--- src/pkg/itfd_defs.vh ---
`ifndef ITFD_DEFS_VH
`define ITFD_DEFS_VH

// Terminal count and function code width
`define ITFD_NUM_TERM 8
`define ITFD_FUNC_W 7
`define ITFD_FN_VEC_W 64

// Terminal function codes
`define ITFD_FN_NONE 0
`define ITFD_FN_FWD_RUN 1
`define ITFD_FN_REV_RUN 2
`define ITFD_FN_FWD_JOG 3
`define ITFD_FN_REV_JOG 4
`define ITFD_FN_THREE_WIRE 5
`define ITFD_FN_SPEED_B1 6
`define ITFD_FN_SPEED_B2 7
`define ITFD_FN_SPEED_B3 8
`define ITFD_FN_SPEED_B4 9
`define ITFD_FN_RAMP_T1 10
`define ITFD_FN_RAMP_T2 11
`define ITFD_FN_UPDN_CLR 12
`define ITFD_FN_UPDN_CLR_KP 13
`define ITFD_FN_FREQ_UP 14
`define ITFD_FN_FREQ_DOWN 15
`define ITFD_FN_EXT_FAULT_NO 16
`define ITFD_FN_EXT_FAULT_NC 17
`define ITFD_FN_SRC_A_TO_B 20
`define ITFD_FN_COMB_TO_MAIN 21
`define ITFD_FN_FAULT_RESET 22
`define ITFD_FN_COAST_STOP 23
`define ITFD_FN_RAMP_HOLD 24
`define ITFD_FN_DC_BRAKE 25
`define ITFD_FN_PLC_PAUSE 26
`define ITFD_FN_COMB_TO_AUX 27
`define ITFD_FN_PLC_MEM_CLR 28
`define ITFD_FN_PID_PAUSE 29
`define ITFD_FN_PID_INT_HOLD 31
`define ITFD_FN_MAIN_SEL1 34
`define ITFD_FN_MAIN_SEL2 35
`define ITFD_FN_MAIN_SEL3 36
`define ITFD_FN_CMD_KEYPAD 38
`define ITFD_FN_CMD_TERMINAL 39
`define ITFD_FN_CMD_COMM 40
`define ITFD_FN_MOTOR_SWITCH 55

// Setting values
`define ITFD_SRC_KEYPAD 2'h0
`define ITFD_SRC_TERMINAL 2'h1
`define ITFD_SRC_COMM 2'h2
`define ITFD_REF_DIGITAL 4'h0
`define ITFD_REF_MULTI_SPEED 4'h5
`define ITFD_COMB_MAX_AB 3'h1
`define ITFD_COMB_LOW 3'h2
`define ITFD_COMB_HIGH 3'h5

// Main channel codes, terminal index 1 to 7
`define ITFD_CH_ANALOG1 4'h1
`define ITFD_CH_ANALOG2 4'h2
`define ITFD_CH_PULSE 4'h3
`define ITFD_CH_PLC 4'h4
`define ITFD_CH_MULTI_SPEED 4'h5
`define ITFD_CH_PID 4'h6
`define ITFD_CH_MODBUS 4'h7

// External fault code (value arbitrary)
`define ITFD_EXT_FAULT_CODE 8'h2a

// Timing: base tick for up/down rate and braking time
`define ITFD_CLK_PERIOD_NS 5
`define ITFD_TICK_NS 1000000

// Braking state codes, one-hot
`define ITFD_BRK_IDLE 3'h1
`define ITFD_BRK_ARMED 3'h2
`define ITFD_BRK_ACTIVE 3'h4

`endif

--- src/hw/itfd_decoder.v ---
// Operation
// - Same function on two terminals is rejected; code zero may repeat.
// - Run and jog functions act only with terminal command source.
// - Jog ignored while running; run ignored while jogging.
// - Three-wire control acts only with terminal command source.
// - Speed-select terminals honoured only with multi-speed main source.
// - Speed bits form index 0 to 15, bit four most significant.
// - Single motor: two ramp terminals pick ramp set 1 to 4.
// - Motor switch: terminal 2 picks set 3 or 4; terminal 1 is ignored.
// - Up/down terminals step reference when main or aux source is digital.
// - Open or closed external fault input latches fault with its code.
// - Source switch selects aux while closed, only for combination 0 or 1.
// - Combination 2 to 5: terminals force main or aux reference.
// - Reset terminal clears faults only under terminal command control.
// - Coast-stop terminal while running removes output at once.
// - Ramp hold freezes frequency except during a stop command.
// - Stop braking below threshold, lasting longer of hold and set time.
// - PLC pause runs zero frequency, freezes timer, resumes with tracking.
// - Memory-clear terminal clears stored PLC state when stopped in PLC.
// - PID pause disables PID output, forcing zero frequency.
// - Integral hold freezes PID integral while closed.
// - Three select bits choose main channel; latest change prevails.
// - Override terminals set command source; release restores setting.
`timescale 1ns/1ps
`include "itfd_defs.vh"

module itfd_decoder #(
    parameter TICK_CYCLES = `ITFD_TICK_NS / `ITFD_CLK_PERIOD_NS
) (
    input wire clk,
    input wire reset,
    input wire [`ITFD_NUM_TERM-1:0] terminal_in,
    input wire [`ITFD_NUM_TERM*`ITFD_FUNC_W-1:0] terminal_function,
    input wire [1:0] run_command_source_setting,
    input wire [1:0] communication_type_setting,
    input wire [3:0] main_reference_source_setting,
    input wire [3:0] auxiliary_reference_source_setting,
    input wire [2:0] reference_combination_setting,
    input wire [3:0] main_channel_default_setting,
    input wire [15:0] updown_rate_setting,
    input wire [15:0] stop_braking_start_frequency,
    input wire [15:0] stop_braking_current,
    input wire [15:0] stop_braking_time,
    input wire [15:0] running_frequency,
    input wire running_state,
    input wire jog_state,
    input wire stop_command,
    input wire plc_mode_stopped,
    output reg config_error,
    output reg fwd_run,
    output reg rev_run,
    output reg fwd_jog,
    output reg rev_jog,
    output reg three_wire_enable,
    output reg preset_speed_valid,
    output reg [3:0] preset_speed_index,
    output reg [1:0] ramp_set,
    output reg [15:0] updown_offset,
    output reg external_fault,
    output reg [7:0] external_fault_code,
    output reg fault_reset,
    output reg use_auxiliary_reference,
    output reg force_main_reference,
    output reg force_auxiliary_reference,
    output reg coast_stop,
    output reg ramp_hold,
    output reg dc_brake_active,
    output reg [15:0] dc_brake_current,
    output reg plc_pause,
    output reg plc_resume_tracking,
    output reg plc_memory_clear,
    output reg pid_pause,
    output reg pid_integral_hold,
    output reg [3:0] main_channel,
    output reg [1:0] command_source,
    output reg [1:0] communication_type
);

    localparam NT = `ITFD_NUM_TERM;
    localparam FW = `ITFD_FUNC_W;
    localparam VW = `ITFD_FN_VEC_W;

    reg [NT-1:0] sync1;
    reg [NT-1:0] sync2;
    reg [NT-1:0] sync3;
    reg [NT-1:0] stable;
    wire [VW-1:0] term_hot [0:NT-1];
    reg [VW-1:0] fn;
    reg dup;
    reg fn_nc_assigned;
    reg fn_nc_level;
    integer i;
    integer j;
    integer k;

    // Three-stage sampler; a change counts once stages two and three agree
    always @(posedge clk or posedge reset) begin
        if (reset) begin
            sync1 <= {NT{1'b0}};
            sync2 <= {NT{1'b0}};
            sync3 <= {NT{1'b0}};
            stable <= {NT{1'b0}};
        end else begin
            sync1 <= terminal_in;
            sync2 <= sync1;
            sync3 <= sync2;
            stable <= (sync2 & sync3) | (stable & (sync2 ^ sync3));
        end
    end

    // Per terminal one-hot of its function while the terminal is active
    genvar t;
    generate
        for (t = 0; t < NT; t = t + 1) begin : g_term
            wire [FW-1:0] code = terminal_function[t*FW +: FW];
            assign term_hot[t] = stable[t] ? ({{(VW-1){1'b0}}, 1'b1} << code)
                                           : {VW{1'b0}};
        end
    endgenerate

    // Duplicate detection and function vector merge
    always @* begin
        dup = 1'b0;
        fn = {VW{1'b0}};
        for (i = 0; i < NT; i = i + 1) begin
            fn = fn | term_hot[i];
            for (j = i + 1; j < NT; j = j + 1) begin
                if (terminal_function[i*FW +: FW] ==
                    terminal_function[j*FW +: FW] &&
                    terminal_function[i*FW +: FW] != `ITFD_FN_NONE) begin
                    dup = 1'b1;
                end
            end
        end
        if (dup) begin
            fn = {VW{1'b0}};
        end
    end

    // Effective command source with override priority
    reg [1:0] next_source;
    always @* begin
        if (fn[`ITFD_FN_CMD_KEYPAD]) begin
            next_source = `ITFD_SRC_KEYPAD;
        end else if (fn[`ITFD_FN_CMD_TERMINAL]) begin
            next_source = `ITFD_SRC_TERMINAL;
        end else if (fn[`ITFD_FN_CMD_COMM]) begin
            next_source = `ITFD_SRC_COMM;
        end else begin
            next_source = run_command_source_setting;
        end
    end

    wire src_term = (next_source == `ITFD_SRC_TERMINAL);
    wire ext_fault_in = fn[`ITFD_FN_EXT_FAULT_NO] |
                        (fn_nc_assigned & ~fn_nc_level);
    wire comb_ab = (reference_combination_setting <= `ITFD_COMB_MAX_AB);
    wire comb_mix = (reference_combination_setting >= `ITFD_COMB_LOW) &&
                    (reference_combination_setting <= `ITFD_COMB_HIGH);
    wire [2:0] sel_idx = {fn[`ITFD_FN_MAIN_SEL3], fn[`ITFD_FN_MAIN_SEL2],
                          fn[`ITFD_FN_MAIN_SEL1]};

    // Normally-closed fault: active while its terminal is open
    always @* begin
        fn_nc_assigned = 1'b0;
        fn_nc_level = 1'b0;
        for (k = 0; k < NT; k = k + 1) begin
            if (terminal_function[k*FW +: FW] == `ITFD_FN_EXT_FAULT_NC) begin
                fn_nc_assigned = ~dup;
                fn_nc_level = stable[k];
            end
        end
    end

    // Decoded command and selection outputs
    always @(posedge clk or posedge reset) begin
        if (reset) begin
            config_error <= 1'b0;
            fwd_run <= 1'b0;
            rev_run <= 1'b0;
            fwd_jog <= 1'b0;
            rev_jog <= 1'b0;
            three_wire_enable <= 1'b0;
            preset_speed_valid <= 1'b0;
            preset_speed_index <= 4'h0;
            ramp_set <= 2'h0;
            fault_reset <= 1'b0;
            use_auxiliary_reference <= 1'b0;
            force_main_reference <= 1'b0;
            force_auxiliary_reference <= 1'b0;
            coast_stop <= 1'b0;
            ramp_hold <= 1'b0;
            plc_pause <= 1'b0;
            plc_resume_tracking <= 1'b0;
            plc_memory_clear <= 1'b0;
            pid_pause <= 1'b0;
            pid_integral_hold <= 1'b0;
            command_source <= `ITFD_SRC_KEYPAD;
            communication_type <= 2'h0;
        end else begin
            config_error <= dup;
            fwd_run <= fn[`ITFD_FN_FWD_RUN] & src_term & ~jog_state;
            rev_run <= fn[`ITFD_FN_REV_RUN] & src_term & ~jog_state;
            fwd_jog <= fn[`ITFD_FN_FWD_JOG] & src_term & ~running_state;
            rev_jog <= fn[`ITFD_FN_REV_JOG] & src_term & ~running_state;
            three_wire_enable <= fn[`ITFD_FN_THREE_WIRE] & src_term;
            preset_speed_valid <= (main_reference_source_setting ==
                                   `ITFD_REF_MULTI_SPEED);
            if (main_reference_source_setting == `ITFD_REF_MULTI_SPEED) begin
                preset_speed_index <= {fn[`ITFD_FN_SPEED_B4],
                                       fn[`ITFD_FN_SPEED_B3],
                                       fn[`ITFD_FN_SPEED_B2],
                                       fn[`ITFD_FN_SPEED_B1]};
            end else begin
                preset_speed_index <= 4'h0;
            end
            // Ramp set as 0..3 meaning set 1..4
            if (fn[`ITFD_FN_MOTOR_SWITCH]) begin
                ramp_set <= {1'b1, fn[`ITFD_FN_RAMP_T2]};
            end else begin
                ramp_set <= {fn[`ITFD_FN_RAMP_T2], fn[`ITFD_FN_RAMP_T1]};
            end
            fault_reset <= fn[`ITFD_FN_FAULT_RESET] & src_term;
            use_auxiliary_reference <= fn[`ITFD_FN_SRC_A_TO_B] & comb_ab;
            force_main_reference <= fn[`ITFD_FN_COMB_TO_MAIN] & comb_mix;
            force_auxiliary_reference <= fn[`ITFD_FN_COMB_TO_AUX] & comb_mix &
                                         ~fn[`ITFD_FN_COMB_TO_MAIN];
            coast_stop <= fn[`ITFD_FN_COAST_STOP] & running_state;
            ramp_hold <= fn[`ITFD_FN_RAMP_HOLD] & ~stop_command;
            plc_pause <= fn[`ITFD_FN_PLC_PAUSE];
            plc_resume_tracking <= plc_pause & ~fn[`ITFD_FN_PLC_PAUSE];
            plc_memory_clear <= fn[`ITFD_FN_PLC_MEM_CLR] & plc_mode_stopped;
            pid_pause <= fn[`ITFD_FN_PID_PAUSE];
            pid_integral_hold <= fn[`ITFD_FN_PID_INT_HOLD];
            command_source <= next_source;
            communication_type <= communication_type_setting;
        end
    end

    // External fault latch; a new fault wins over a reset
    always @(posedge clk or posedge reset) begin
        if (reset) begin
            external_fault <= 1'b0;
            external_fault_code <= 8'h00;
        end else if (ext_fault_in) begin
            external_fault <= 1'b1;
            external_fault_code <= `ITFD_EXT_FAULT_CODE;
        end else if (fn[`ITFD_FN_FAULT_RESET] & src_term) begin
            external_fault <= 1'b0;
            external_fault_code <= 8'h00;
        end
    end

    // Main channel: latest change of terminal index or setting wins
    reg [2:0] last_idx;
    reg [3:0] last_setting;
    always @(posedge clk or posedge reset) begin
        if (reset) begin
            last_idx <= 3'h0;
            last_setting <= 4'h0;
            main_channel <= 4'h0;
        end else begin
            last_idx <= sel_idx;
            last_setting <= main_channel_default_setting;
            if (sel_idx != last_idx) begin
                if (sel_idx == 3'h0) begin
                    main_channel <= main_channel_default_setting;
                end else begin
                    main_channel <= {1'b0, sel_idx};
                end
            end else if (main_channel_default_setting != last_setting) begin
                main_channel <= main_channel_default_setting;
            end
        end
    end

    // Base tick for up/down rate and braking time
    reg [17:0] tick_cnt;
    reg tick;
    always @(posedge clk or posedge reset) begin
        if (reset) begin
            tick_cnt <= 18'h00000;
            tick <= 1'b0;
        end else if (tick_cnt == TICK_CYCLES[17:0] - 18'h00001) begin
            tick_cnt <= 18'h00000;
            tick <= 1'b1;
        end else begin
            tick_cnt <= tick_cnt + 18'h00001;
            tick <= 1'b0;
        end
    end

    // Up/down reference offset, saturating, stepped once per tick
    wire updn_ok = (main_reference_source_setting == `ITFD_REF_DIGITAL) ||
                   (auxiliary_reference_source_setting == `ITFD_REF_DIGITAL);
    wire [16:0] up_sum = {1'b0, updown_offset} + {1'b0, updown_rate_setting};
    always @(posedge clk or posedge reset) begin
        if (reset) begin
            updown_offset <= 16'h0000;
        end else if (fn[`ITFD_FN_UPDN_CLR] | fn[`ITFD_FN_UPDN_CLR_KP]) begin
            updown_offset <= 16'h0000;
        end else if (tick & updn_ok) begin
            if (fn[`ITFD_FN_FREQ_UP] & ~fn[`ITFD_FN_FREQ_DOWN]) begin
                updown_offset <= up_sum[16] ? 16'hffff : up_sum[15:0];
            end else if (fn[`ITFD_FN_FREQ_DOWN] & ~fn[`ITFD_FN_FREQ_UP]) begin
                updown_offset <= (updown_offset > updown_rate_setting) ?
                    updown_offset - updown_rate_setting : 16'h0000;
            end
        end
    end

    // DC braking at stop
    localparam BRK_IDLE = `ITFD_BRK_IDLE;
    localparam BRK_ARMED = `ITFD_BRK_ARMED;
    localparam BRK_ACTIVE = `ITFD_BRK_ACTIVE;
    reg [2:0] brk_state;
    reg [15:0] brk_elapsed;
    always @(posedge clk or posedge reset) begin
        if (reset) begin
            brk_state <= BRK_IDLE;
            brk_elapsed <= 16'h0000;
            dc_brake_active <= 1'b0;
            dc_brake_current <= 16'h0000;
        end else begin
            case (brk_state)
                BRK_IDLE: begin
                    if (stop_command & fn[`ITFD_FN_DC_BRAKE]) begin
                        brk_state <= BRK_ARMED;
                    end
                end
                BRK_ARMED: begin
                    if (~stop_command) begin
                        brk_state <= BRK_IDLE;
                    end else if (running_frequency <
                                 stop_braking_start_frequency) begin
                        brk_state <= BRK_ACTIVE;
                        brk_elapsed <= 16'h0000;
                        dc_brake_active <= 1'b1;
                        dc_brake_current <= stop_braking_current;
                    end
                end
                BRK_ACTIVE: begin
                    if (tick && brk_elapsed != 16'hffff) begin
                        brk_elapsed <= brk_elapsed + 16'h0001;
                    end
                    if (brk_elapsed >= stop_braking_time &&
                        ~fn[`ITFD_FN_DC_BRAKE]) begin
                        brk_state <= BRK_IDLE;
                        dc_brake_active <= 1'b0;
                        dc_brake_current <= 16'h0000;
                    end
                end
                default: begin
                    brk_state <= BRK_IDLE;
                    dc_brake_active <= 1'b0;
                end
            endcase
        end
    end

endmodule // itfd_decoder

--- config.mk ---
export PLATFORM = sky130hd
export DESIGN_NAME = itfd_decoder
export DESIGN_NICKNAME = d
export VERILOG_FILES = /design/src/hw/itfd_decoder.v
export VERILOG_INCLUDE_DIRS = /design/src /design/src/pkg
export SDC_FILE = /design/constraint.sdc
export NUM_CORES = 1
export LEC_CHECK = 0
export ABC_CLOCK_PERIOD_IN_PS = 6800
export BUFFER_PORTS_ARGS = -buffer_cell sky130_fd_sc_hd__buf_2
export CORE_ASPECT_RATIO = 1.4
export CORE_UTILIZATION = 62
export DETAILED_ROUTE_END_ITERATION = 8
export PLACE_DENSITY = 0.87
export RECOVER_POWER = 50
export SLEW_MARGIN = 30
export SYNTH_ARGS = -nofsm -noshare
export SYNTH_HDL_FRONTEND = slang
export SYNTH_SLANG_ARGS = --single-unit
--- constraint.sdc ---
create_clock -name clk -period 6.8 [get_ports clk]
set_input_delay 0.34 -clock clk [delete_from_list [all_inputs] [get_ports clk]]
set_output_delay 0.34 -clock clk [all_outputs]
set_load 0.01 [all_outputs]
### After elaboration in Yosys (flattened, before gate mapping)

Cells that the tools add are included.
W data, S select, Z words.

* register bits: 151
* output and inout port bits: 74
* input bits: 169

* magnitude comparators: 6
* shifts and indexed selects: 8
* add/subtract/negate cells: 4
* bitwise gates (word level): 47
* reductions and logical operators: 52
* equality and inequality tests: 51
* muxes and demuxes: 90

Operator list (number)
* $mux W56: 9
* $shl A1 B7 Y56 const A: 8
* $or A56 B56 Y56: 7
* $eq A7 B7 Y1: 28
* $mux W16: 12
* $pmux W16 S2: 2
* $eq A7 B5 Y1 const B: 8
* $mux W1: 50
* $reduce_bool A7 Y1: 7
* $logic_and A1 B1 Y1: 31
* $and A1 B1 Y1: 23
* $add A18 B1 Y18 const B: 1
* $eq A18 B18 Y1 const B: 1
* $mux W18: 1
* $add A16 B16 Y17: 1
* $add A16 B1 Y16 const B: 1
* $and A8 B8 Y8: 2
* $ge A16 B16 Y1: 1
* $gt A16 B16 Y1: 1
* $lt A16 B16 Y1: 1
* $mux W4: 4
* $mux W8: 2
* $ne A16 B16 Y1 const B: 1
* $sub A16 B16 Y16: 1
* 28 further kinds: 55

### Depth between registers and ports, before layout

Gate-level depths: netlist of run 1.

* word-level depth: 42
* mapped depth: 15
* depth with buffers taken out: 14

### Least setup slack after synthesis of run 1

OpenSTA, ideal clock, no wires.

* path type: register to register
* start: reg updown_offset[2]
* end: reg updown_offset[12]
* path buffers: 2
* arrival time: 2.824 ns
* setup time: 0.121 ns
* setup slack: 3.856 ns
* cell stages (with the launch flop): 14
* cells stage by stage: dfrtp_1 > ha_1 > clkbuf_1 > o21bai_1 > a21oi_1 > o21ai_0 > nand4bb_1 > o21ai_0 > a211oi_1 > o211ai_1 > buf_2 > o32ai_1 > o22ai_1 > a22o_1

* cells in the longest elaborated chain, start to end: 6
* elaborated cells between the ends (all ways): 9

RTL lines
* start, declared: line itfd_decoder.v:58 `output reg [15:0] updown_offset,`
* start signal, assigned: line itfd_decoder.v:304 `updown_offset <= up_sum[16] ? 16'hffff : up_sum[15:0];`
* start signal, assigned: line itfd_decoder.v:306 `updown_offset <= (updown_offset > updown_rate_setting) ?`
* $sub A16 B16 Y16 / $gt A16 B16 Y1 (equally long branches): line itfd_decoder.v:307, itfd_decoder.v:306
* $mux W16: line itfd_decoder.v:306
* $mux W16: line itfd_decoder.v:305 `` end else if (fn[`ITFD_FN_FREQ_DOWN] & ~fn[`ITFD_FN_FREQ_UP]) begin ``
* $mux W16 *: line itfd_decoder.v:303 `` if (fn[`ITFD_FN_FREQ_UP] & ~fn[`ITFD_FN_FREQ_DOWN]) begin ``
* $mux W16 *: line itfd_decoder.v:302 `end else if (tick & updn_ok) begin`
* $mux W16 *: line itfd_decoder.v:300 `` end else if (fn[`ITFD_FN_UPDN_CLR] | fn[`ITFD_FN_UPDN_CLR_KP]) begin ``

Mark *: on every way between the ends. The rest lies on a longest branch, timed or not. The select of a mux whose other input is x is not followed.
A chain may end at the register's enable or synchronous reset.

### Worst setup path after layout of run 1

* start: in terminal_function[10]
* end: reg dc_brake_current[2]

* cells in the longest elaborated chain, start to end: 35
* elaborated cells between the ends (all ways): 57

RTL lines
* start, declared: line itfd_decoder.v:33 `` input wire [`ITFD_NUM_TERM*`ITFD_FUNC_W-1:0] terminal_function, ``
* $eq A7 B7 Y1: line itfd_decoder.v:128 `if (terminal_function[i*FW +: FW] ==`
* $logic_and A1 B1 Y1 (no line)
* $mux W1 (28 in a row): line itfd_decoder.v:128
* $mux W56 *: line itfd_decoder.v:135 `if (dup) begin`
* $not A1 Y1 *: line itfd_decoder.v:347 `` ~fn[`ITFD_FN_DC_BRAKE]) begin ``
* $logic_and A1 B1 Y1 *: line itfd_decoder.v:346 `if (brk_elapsed >= stop_braking_time &&`
* $ne A2 B2 Y1 (no line) *
* $reduce_and A4 Y1 (no line) *
* end signal, assigned: line itfd_decoder.v:339 `dc_brake_current <= stop_braking_current;`
* end, declared: line itfd_decoder.v:68 `output reg [15:0] dc_brake_current,`

Mark *: on every way between the ends. The rest lies on a longest branch, timed or not.

==> summary.txt, run 1 <==
Status
  • Outcome: finished, violations left
  • Failing checks: capacitance limit, slew limit

Hold path
  • Hold Crit Endpoint: sync1[0]
  • Worst min path class: input port to flip-flop
  • Hold Path Stages: 1
  • Hold Startpoint: terminal_in[0]

Detailed routing
  • Initial DRC Count: 1845
  • Routed len/inst: 26.2 µm
  • ANT nets after route: 0
  • TritonRoute pass-1 iters: 9
  • Vias after detailed routing: 14.6k
  • WL final: 54.0 mm
  • DRC: 0
  • Via density: 7.07

Clocking
  • CTS Sinks: 143
  • CTS H-Tree Depth: 4
  • CTS Buf Count: 17
  • # hold bufs at CTS: 2
  • Clock Latency Late Sink: 0.44 ns
  • CTS tree: done
  • Postcts setup bufs: 0
  • Root Buffer: clkbuf_16
  • CTS clk-pin slew, worst paths: 0.06 ns
  • CTS Buffer Depth: 2
  • Post-CTS sizing: 0

Logic synthesis
  • Leading cell types by total area after synthesis: dfrtp_1 (27%), xnor2_1 (9.7%), ha_1 (6.8%)
  • Number of synthesized flops with an enable pin: 0
  • Simple-Gate Fraction of Synth Area: 24.5%
  • Avg Cell Area, Syn: 8.11 µm²
  • Top cell type's share of synthesized area: 26.5%
  • Synth Area in Compound Gates: 18.8%
  • Mapped cell area: 13400 µm²
  • Synth Warn #: 0
  • Yosys reg bits: 143
  • Multiplexer area fraction after synthesis: 0.308%
  • Dominant synthesized flop cell: dfrtp_1
  • Synth cell count leaders: xnor2_1 (149), nor2_1 (143), dfrtp_1 (142)
  • Count leader, synth: xnor2_1
  • Adder-cell area share of the yosys netlist: 7.12%
  • Largest family of logic cells by synthesized area: simple AND/OR/NAND/NOR gates
  • Seq/Total Area, Yosys: 26.7%
  • Post-synthesis cell type count: 82
  • Ys async rst share: 100%
  • Post-synthesis cell count: 1650
  • Xor/xnor share of the synthesized area: 15.1%
  • Post-synth top area cell: dfrtp_1

Floorplan
  • Num rows: 63
  • Die Area: 22200 µm²
  • Top Ports: 243
  • Die X-Extent: 126 µm
  • Die H: 176 µm
  • Core area: 21200 µm²
  • Initial Util: 63.1%

Critical path
  • Worst path required time: 7.17 ns
  • Worst Reg-to-Reg Cells: 10
  • Reg2reg start: stable[4]
  • Startpoint Class: input port
  • R2R Path End: updown_offset[8]
  • Reg2Reg Setup Slack: 3.01 ns
  • Worst setup EP type: flip-flop
  • Worst path arrival time: 4.21 ns
  • WS Path Type: input port to flip-flop
  • Critical Path Fanout Max: 21

Timing
  • Final Critical Period: 3.84 ns
  • Least-Margin Pin Slew: 3.28 ns
  • Final worst-path setup slack: 2.96 ns
  • Final period util: 56.5%
  • Max Fclk: 0.260 GHz
  • Setup TNS: 0 ns
  • Slew headroom: -120%
  • Fin. Hold Viols: 0
  • Final Setup Violations: 0
  • Unrepaired setup endpoints after global routing: no
  • Final setup skew: 0.00895 ns
  • Final Max Tran Viols: 74

Global routing
  • Congestion Overflow GR: 0
  • Pin count of the biggest net entering global routing: 74
  • Initial antenna violation count: 1
  • Vias in the first global route: 14.4k
  • First-pass GRT wire length: 82.1 mm
  • All-layer global routing usage: 49.5%

Final layout
  • Area Growth Syn to Fin: 10.7%
  • Nets: 2035
  • Filler instances: 1685
  • Register area: 3580 µm²
  • Multi-input logic area: 8860 µm²
  • Layout cell share with drive strength beyond 1: 13.7%

Placement
  • GPL Wtd Cong: 1.13
  • IO buf count: 236
  • DPL Wire Length: 36.9 mm
  • Pre-CTS WS: 2.74 ns

Power
  • Power density cells: 162 nW/µm²
  • Leakage: 0.00633 µW
  • Max rail drop VDD: 0.263 mV

Job
  • Max cap viols: 1
==> layout by cell type (no fill, tap or decap), types with 30 or more instances in the layout <==
cell	Yosys	layout
buf_2	69	169
xnor2_1	149	149
dfrtp_1	142	142
nor2_1	143	141
nand2_1	105	105
inv_1	85	84
nor3_1	80	78
xor2_1	76	76
ha_1	73	73
clkbuf_1	29	68
nand3_1	58	58
o22ai_1	55	55
a21oi_1	55	55
nand4_1	47	47
nor4_1	41	40
o21ai_0	38	38
a21o_1	38	38
nor2b_1	35	35
a22o_1	30	30
==> critical path, stage by stage <==
cell and delay (ns):
buf_2 0.58, xnor2_1 0.17, nand4_1 0.11, o22ai_1 0.11
nor4_2 0.72, nor2_1 0.17, nor4_4 0.28, buf_4 0.29
o31a_1 0.35, nor3_1 0.16, a21oi_2 0.63, a22o_1 0.26
==> routing by layer <==
| metal | wire length, µm | GRT usage [%] | up-vias | part of all wire [%] |
|---|---|---|---|---|
| met5 | 0 | 1.81 | - | 0 |
| met4 | 5500 | 39.6 | 0 | 10 |
| met3 | 6800 | 17.4 | 406 | 13 |
| met2 | 23600 | 76.8 | 1192 | 44 |
| met1 | 18100 | 54.9 | 6811 | 34 |
| li1 | - | - | 6185 | - |
==> logic make-up after synthesis <==
kind of cell	after synthesis
xor gates and xnor gates	228
buffers and inverters	212
muxes	4
adders and majority gates	75
other	1
and+or+nand+nor	633
DFF	143
AOI/OAI and AO/OA	354
==> registers in the layout, summed over array words and instances (netlist names), 2 cells and up <==
name,cells
tick_cnt,18
brk_elapsed,16
dc_brake_current,16
updown_offset,16
stable,8
sync1,8
sync2,8
sync3,8
last_setting,4
main_channel,4
preset_speed_index,4
brk_state,3
last_idx,3
command_source,2
communication_type,2
ramp_set,2
==> where the power goes <==
group | leakage (µW) | internal, µW | total (µW) | switching, µW
Sequential | 0.00185 | 878 | 901 | 22.9
Combinational | 0.00420 | 197 | 574 | 376
Clock | 0.000282 | 540 | 928 | 388
Total | 0.00633 | 1620 | 2400 | 787
==> per-stage QoR <==
| step | utilization, % | cell area, µm² | total power [µW] | instances | hold WS [ns] |
|---|---|---|---|---|---|
| after floorplan | - | 13400 | 1280 | 1654 | 0.331 |
| after global placement | 67.4 | 14300 | 1440 | 2030 | 0.333 |
| after detailed placement | 67.4 | 14300 | 1460 | 2030 | 0.335 |
| after CTS | 70.2 | 14900 | 2390 | 2063 | 0.000678 |
| after global routing | 69.9 | 14800 | 2480 | 2063 | 0.00128 |
| final | 69.9 | 14800 | 2400 | 2065 | 0.0112 |
==> how the worst max path moves through the flow <==
| stage | from | endpoint | cells past startpoint |
|---|---|---|---|
| 2_1_floorplan | reset | brk_elapsed[0] | 1 |
| 3_3_place_gp | terminal_function[10] | updown_offset[6] | 11 |
| 3_5_place_dp | terminal_function[10] | updown_offset[8] | 11 |
| 4_1_cts | stable[4] | updown_offset[8] | 10 |
| 5_1_grt | stable[4] | updown_offset[4] | 10 |
| 6_report | terminal_function[10] | dc_brake_current[2] | 12 |
==> cell type report <==
class / count / share of cell area (%)
multi-input cells: 1299 / 59.8
flip-flops and latches: 143 / 24.1
repair buffers: 245 / 7.89
clock buffers: 18 / 2.89
well taps: 260 / 2.19
inverters: 85 / 2.16
clock inverters: 13 / 0.937
diodes: 2 / 0.0338
No activity file was read; power rests on OpenSTA's default activity.
==> run 2: changes to the inputs <==
ABC_CLOCK_PERIOD_IN_PS = 3600   (was 6800)
CORE_UTILIZATION = 58   (was 62)
PLACE_DENSITY = 0.83   (was 0.87)
clock period = 3.6 ns   (was 6.8 ns; I/O delays follow)
==> summary.txt, run 2 (same netlist as run 1, synthesis figures left out) <==
Clocking
  • CTS clk-pin slew, worst paths: 0.08 ns (+0.02 ns)
  • CTS H-Tree Depth: 4 (unchanged)
  • Root Buffer: clkbuf_16
  • Postcts setup bufs: 0 (unchanged)
  • CTS Buffer Depth: 2 (unchanged)
  • CTS tree: done
  • CTS Sinks: 143 (unchanged)
  • Clock Latency Late Sink: 0.45 ns (about the same)
  • CTS Buf Count: 17 (unchanged)

Placement
  • GPL Wtd Cong: 1.13 (-0.32%)
  • IO buf count: 236 (unchanged)
  • Pre-CTS WS: 0.356 ns (-2.38 ns)
  • DPL Wire Length: 41.9 mm (+13%)

Power
  • Max rail drop VDD: 0.368 mV (+40%)
  • Switching Power: 1620 µW (+110%)
  • Power share of the clock group: 39.3% (+0.7 points)
  • Power density cells: 305 nW/µm² (+88%)
  • Switching portion of total power: 33.9% (+1.1 points)
  • Leakage: 0.00695 µW (+9.7%)
  • Comb power frac: 25.1% (+1.2 points)
  • Internal Power: 3160 µW (+96%)
  • Seq pwr share: 35.6% (-1.9 points)

Global routing
  • Initial antenna violation count: 5 (+4)
  • First-pass GRT wire length: 92.4 mm (+12%)
  • Vias in the first global route: 15.5k (+7.3%)
  • Pin count of the biggest net entering global routing: 144 (+95%)
  • Congestion Overflow GR: 0 (unchanged)
  • All-layer global routing usage: 53.8% (+4.3 points)

Final layout
  • Layout cell share with drive strength beyond 1: 18.5% (+4.8 points)
  • Most frequent cells in the layout: buf_2 (231), xnor2_1 (149), nor2_1 (143), dfrtp_1 (142), nand2_1 (105)
  • Most flop-heavy register: tick_cnt
  • Max reg flops: 18 (unchanged)
  • Nets: 2112 (+3.8%)
  • Area Growth Syn to Fin: 17.1%
  • Most common cell after layout, fill and taps aside: buf_2

Critical path
  • Startpoint Class: flip-flop
  • Critical Path Fanout Max: 16 (-24%)
  • WS Path Type: flip-flop to flip-flop
  • Worst path arrival time: 3.75 ns (-0.46 ns)
  • Worst setup EP type: flip-flop
  • Worst path required time: 3.97 ns (-3.20 ns)

Floorplan
  • Die H: 182 µm (+3.4%)
  • Top Ports: 243 (unchanged)
  • Die Area: 23700 µm² (+6.8%)
  • Initial Util: 59.2% (-3.9 points)
  • Num rows: 65 (+3.2%)
  • Die X-Extent: 130 µm (+3.3%)
  • Core area: 22600 µm² (+6.6%)

Detailed routing
  • Via density: 6.99 (-1.1%)
  • Initial DRC Count: 1874 (+1.6%)
  • TritonRoute pass-1 iters: 8 (-1)
  • DRC: 0 (unchanged)
  • Vias after detailed routing: 15.3k (+4.6%)
  • WL final: 62.3 mm (+15%)
  • Routed len/inst: 28.5 µm (+9.0%)
  • ANT nets after route: 0 (unchanged)

Timing
  • Final setup skew: 0.0161 ns (+0.00719 ns)
  • Unrepaired setup endpoints after global routing: no
  • Least-Margin Pin Slew: 3.23 ns (-0.0504 ns)
  • Final Critical Period: 3.38 ns
  • Slew headroom: -115% (+4.6 points)
  • Final period util: 93.9%
  • Final worst-path setup slack: 0.219 ns (-2.74 ns)
  • Max Fclk: 0.296 GHz
  • Setup TNS: 0 ns (unchanged)
  • Final Max Tran Viols: 144 (+95%)
  • Final Setup Violations: 0 (unchanged)
  • Worst Hold Slack: 0.0175 ns (+0.00630 ns)
  • Fin. Hold Viols: 0 (unchanged)

Job
  • Max cap viols: 1 (unchanged)

Status
  • Outcome: finished, violations left
  • Failing checks: capacitance limit, slew limit

Hold path
  • Worst min path class: input port to flip-flop
run 2: cell types whose count changed in the layout (fill, tap and decap cells not counted), moves of 2 or more:
| cell | delta |
|---|---|
| nor2_1 | +2 |
| buf_2 | +62 |
| clkbuf_8 | +2 |
| buf_4 | +38 |
| dlygate4sd3_1 | +36 |
| clkinv_2 | -5 |
| diode_2 | +2 |
| clkbuf_1 | -62 |
| buf_12 | +2 |
| clkinvlp_4 | +2 |
| clkinv_4 | +2 |
| nor2_2 | -2 |
run 2: worst paths after layout:
path / startpoint / end / slack (ns) / cells after the start
worst max-delay path: brk_elapsed[0] / dc_brake_current[3] / 0.22 / 13
worst min-delay path: running_state / coast_stop / 0.02 / 3
worst max register to register: brk_elapsed[0] / dc_brake_current[3] / 0.22 / 13
worst min register to register: sync1[0] / sync2[0] / 0.35 / 0
max in group asynchronous: reset / fwd_jog / 0.69 / 3
min in group asynchronous: reset / config_error / 0.98 / 3
run 2: worst max-delay path, stage by stage, from the launching register on:
cell	delay [ns]
dfrtp_1	0.42
inv_1	0.09
ha_1	0.27
nand2b_1	0.16
a21o_1	0.18
a21o_1	0.16
a21o_1	0.17
a21o_1	0.19
a2111oi_0	0.61
o2111a_1	0.30
nor3_1	0.09
a21oi_2	0.17
buf_4	0.25
a22o_1	0.26
run 2: routing by layer:
| metal | wire length, µm | share of wire [%] | vias to the layer above | global-route usage, % |
|---|---|---|---|---|
| met5 | 13 | 0.021 | - | 0.654 |
| met4 | 6650 | 11 | 2 | 46.3 |
| met3 | 8150 | 13 | 463 | 24.9 |
| met2 | 27300 | 44 | 1361 | 80.3 |
| met1 | 20100 | 32 | 7092 | 56.4 |
| li1 | - | - | 6347 | - |
run 2: what timing repair did:
| item | CTS | global route |
|---|---|---|
| gates resized for setup | 0 | 1 |
| hold buffers | 38 | 0 |
| setup endpoints to repair | 0 | 1 |
| hold endpoints to repair | 37 | 0 |
run 2: layout make-up:
| cell class | instances | area (µm²) |
|---|---|---|
| Multi-Input combinational cell | 1299 | 8850 |
| Timing Repair Buffer | 322 | 1940 |
| Sequential cell | 143 | 3580 |
| Inverter | 85 | 323 |
| Clock buffer | 19 | 453 |
| Fill cell | 1704 | 6930 |
| Antenna cell | 4 | 10.0 |
| Clock inverter | 12 | 148 |
| Tap cell | 301 | 377 |
run 2: power groups by stage:
stage	clock, µW	combinational [µW]	sequential [µW]
after global routing	1920	1260	1700
after CTS	1840	1130	1700
after floorplan	0	699	1720
final	1880	1200	1700
after detailed placement	0	1090	1720
after global placement	0	1050	1720
run 2: through the flow:
step                util [%]  cells  total power (µW)  area [µm²]
floorplan                  -   1654              2420       13400
global placement        65.0   2112              2770       14700
detailed placement      65.0   2112              2810       14700
CTS                     69.3   2181              4660       15700
global route            69.3   2185              4890       15700
finish                  69.3   2185              4780       15700
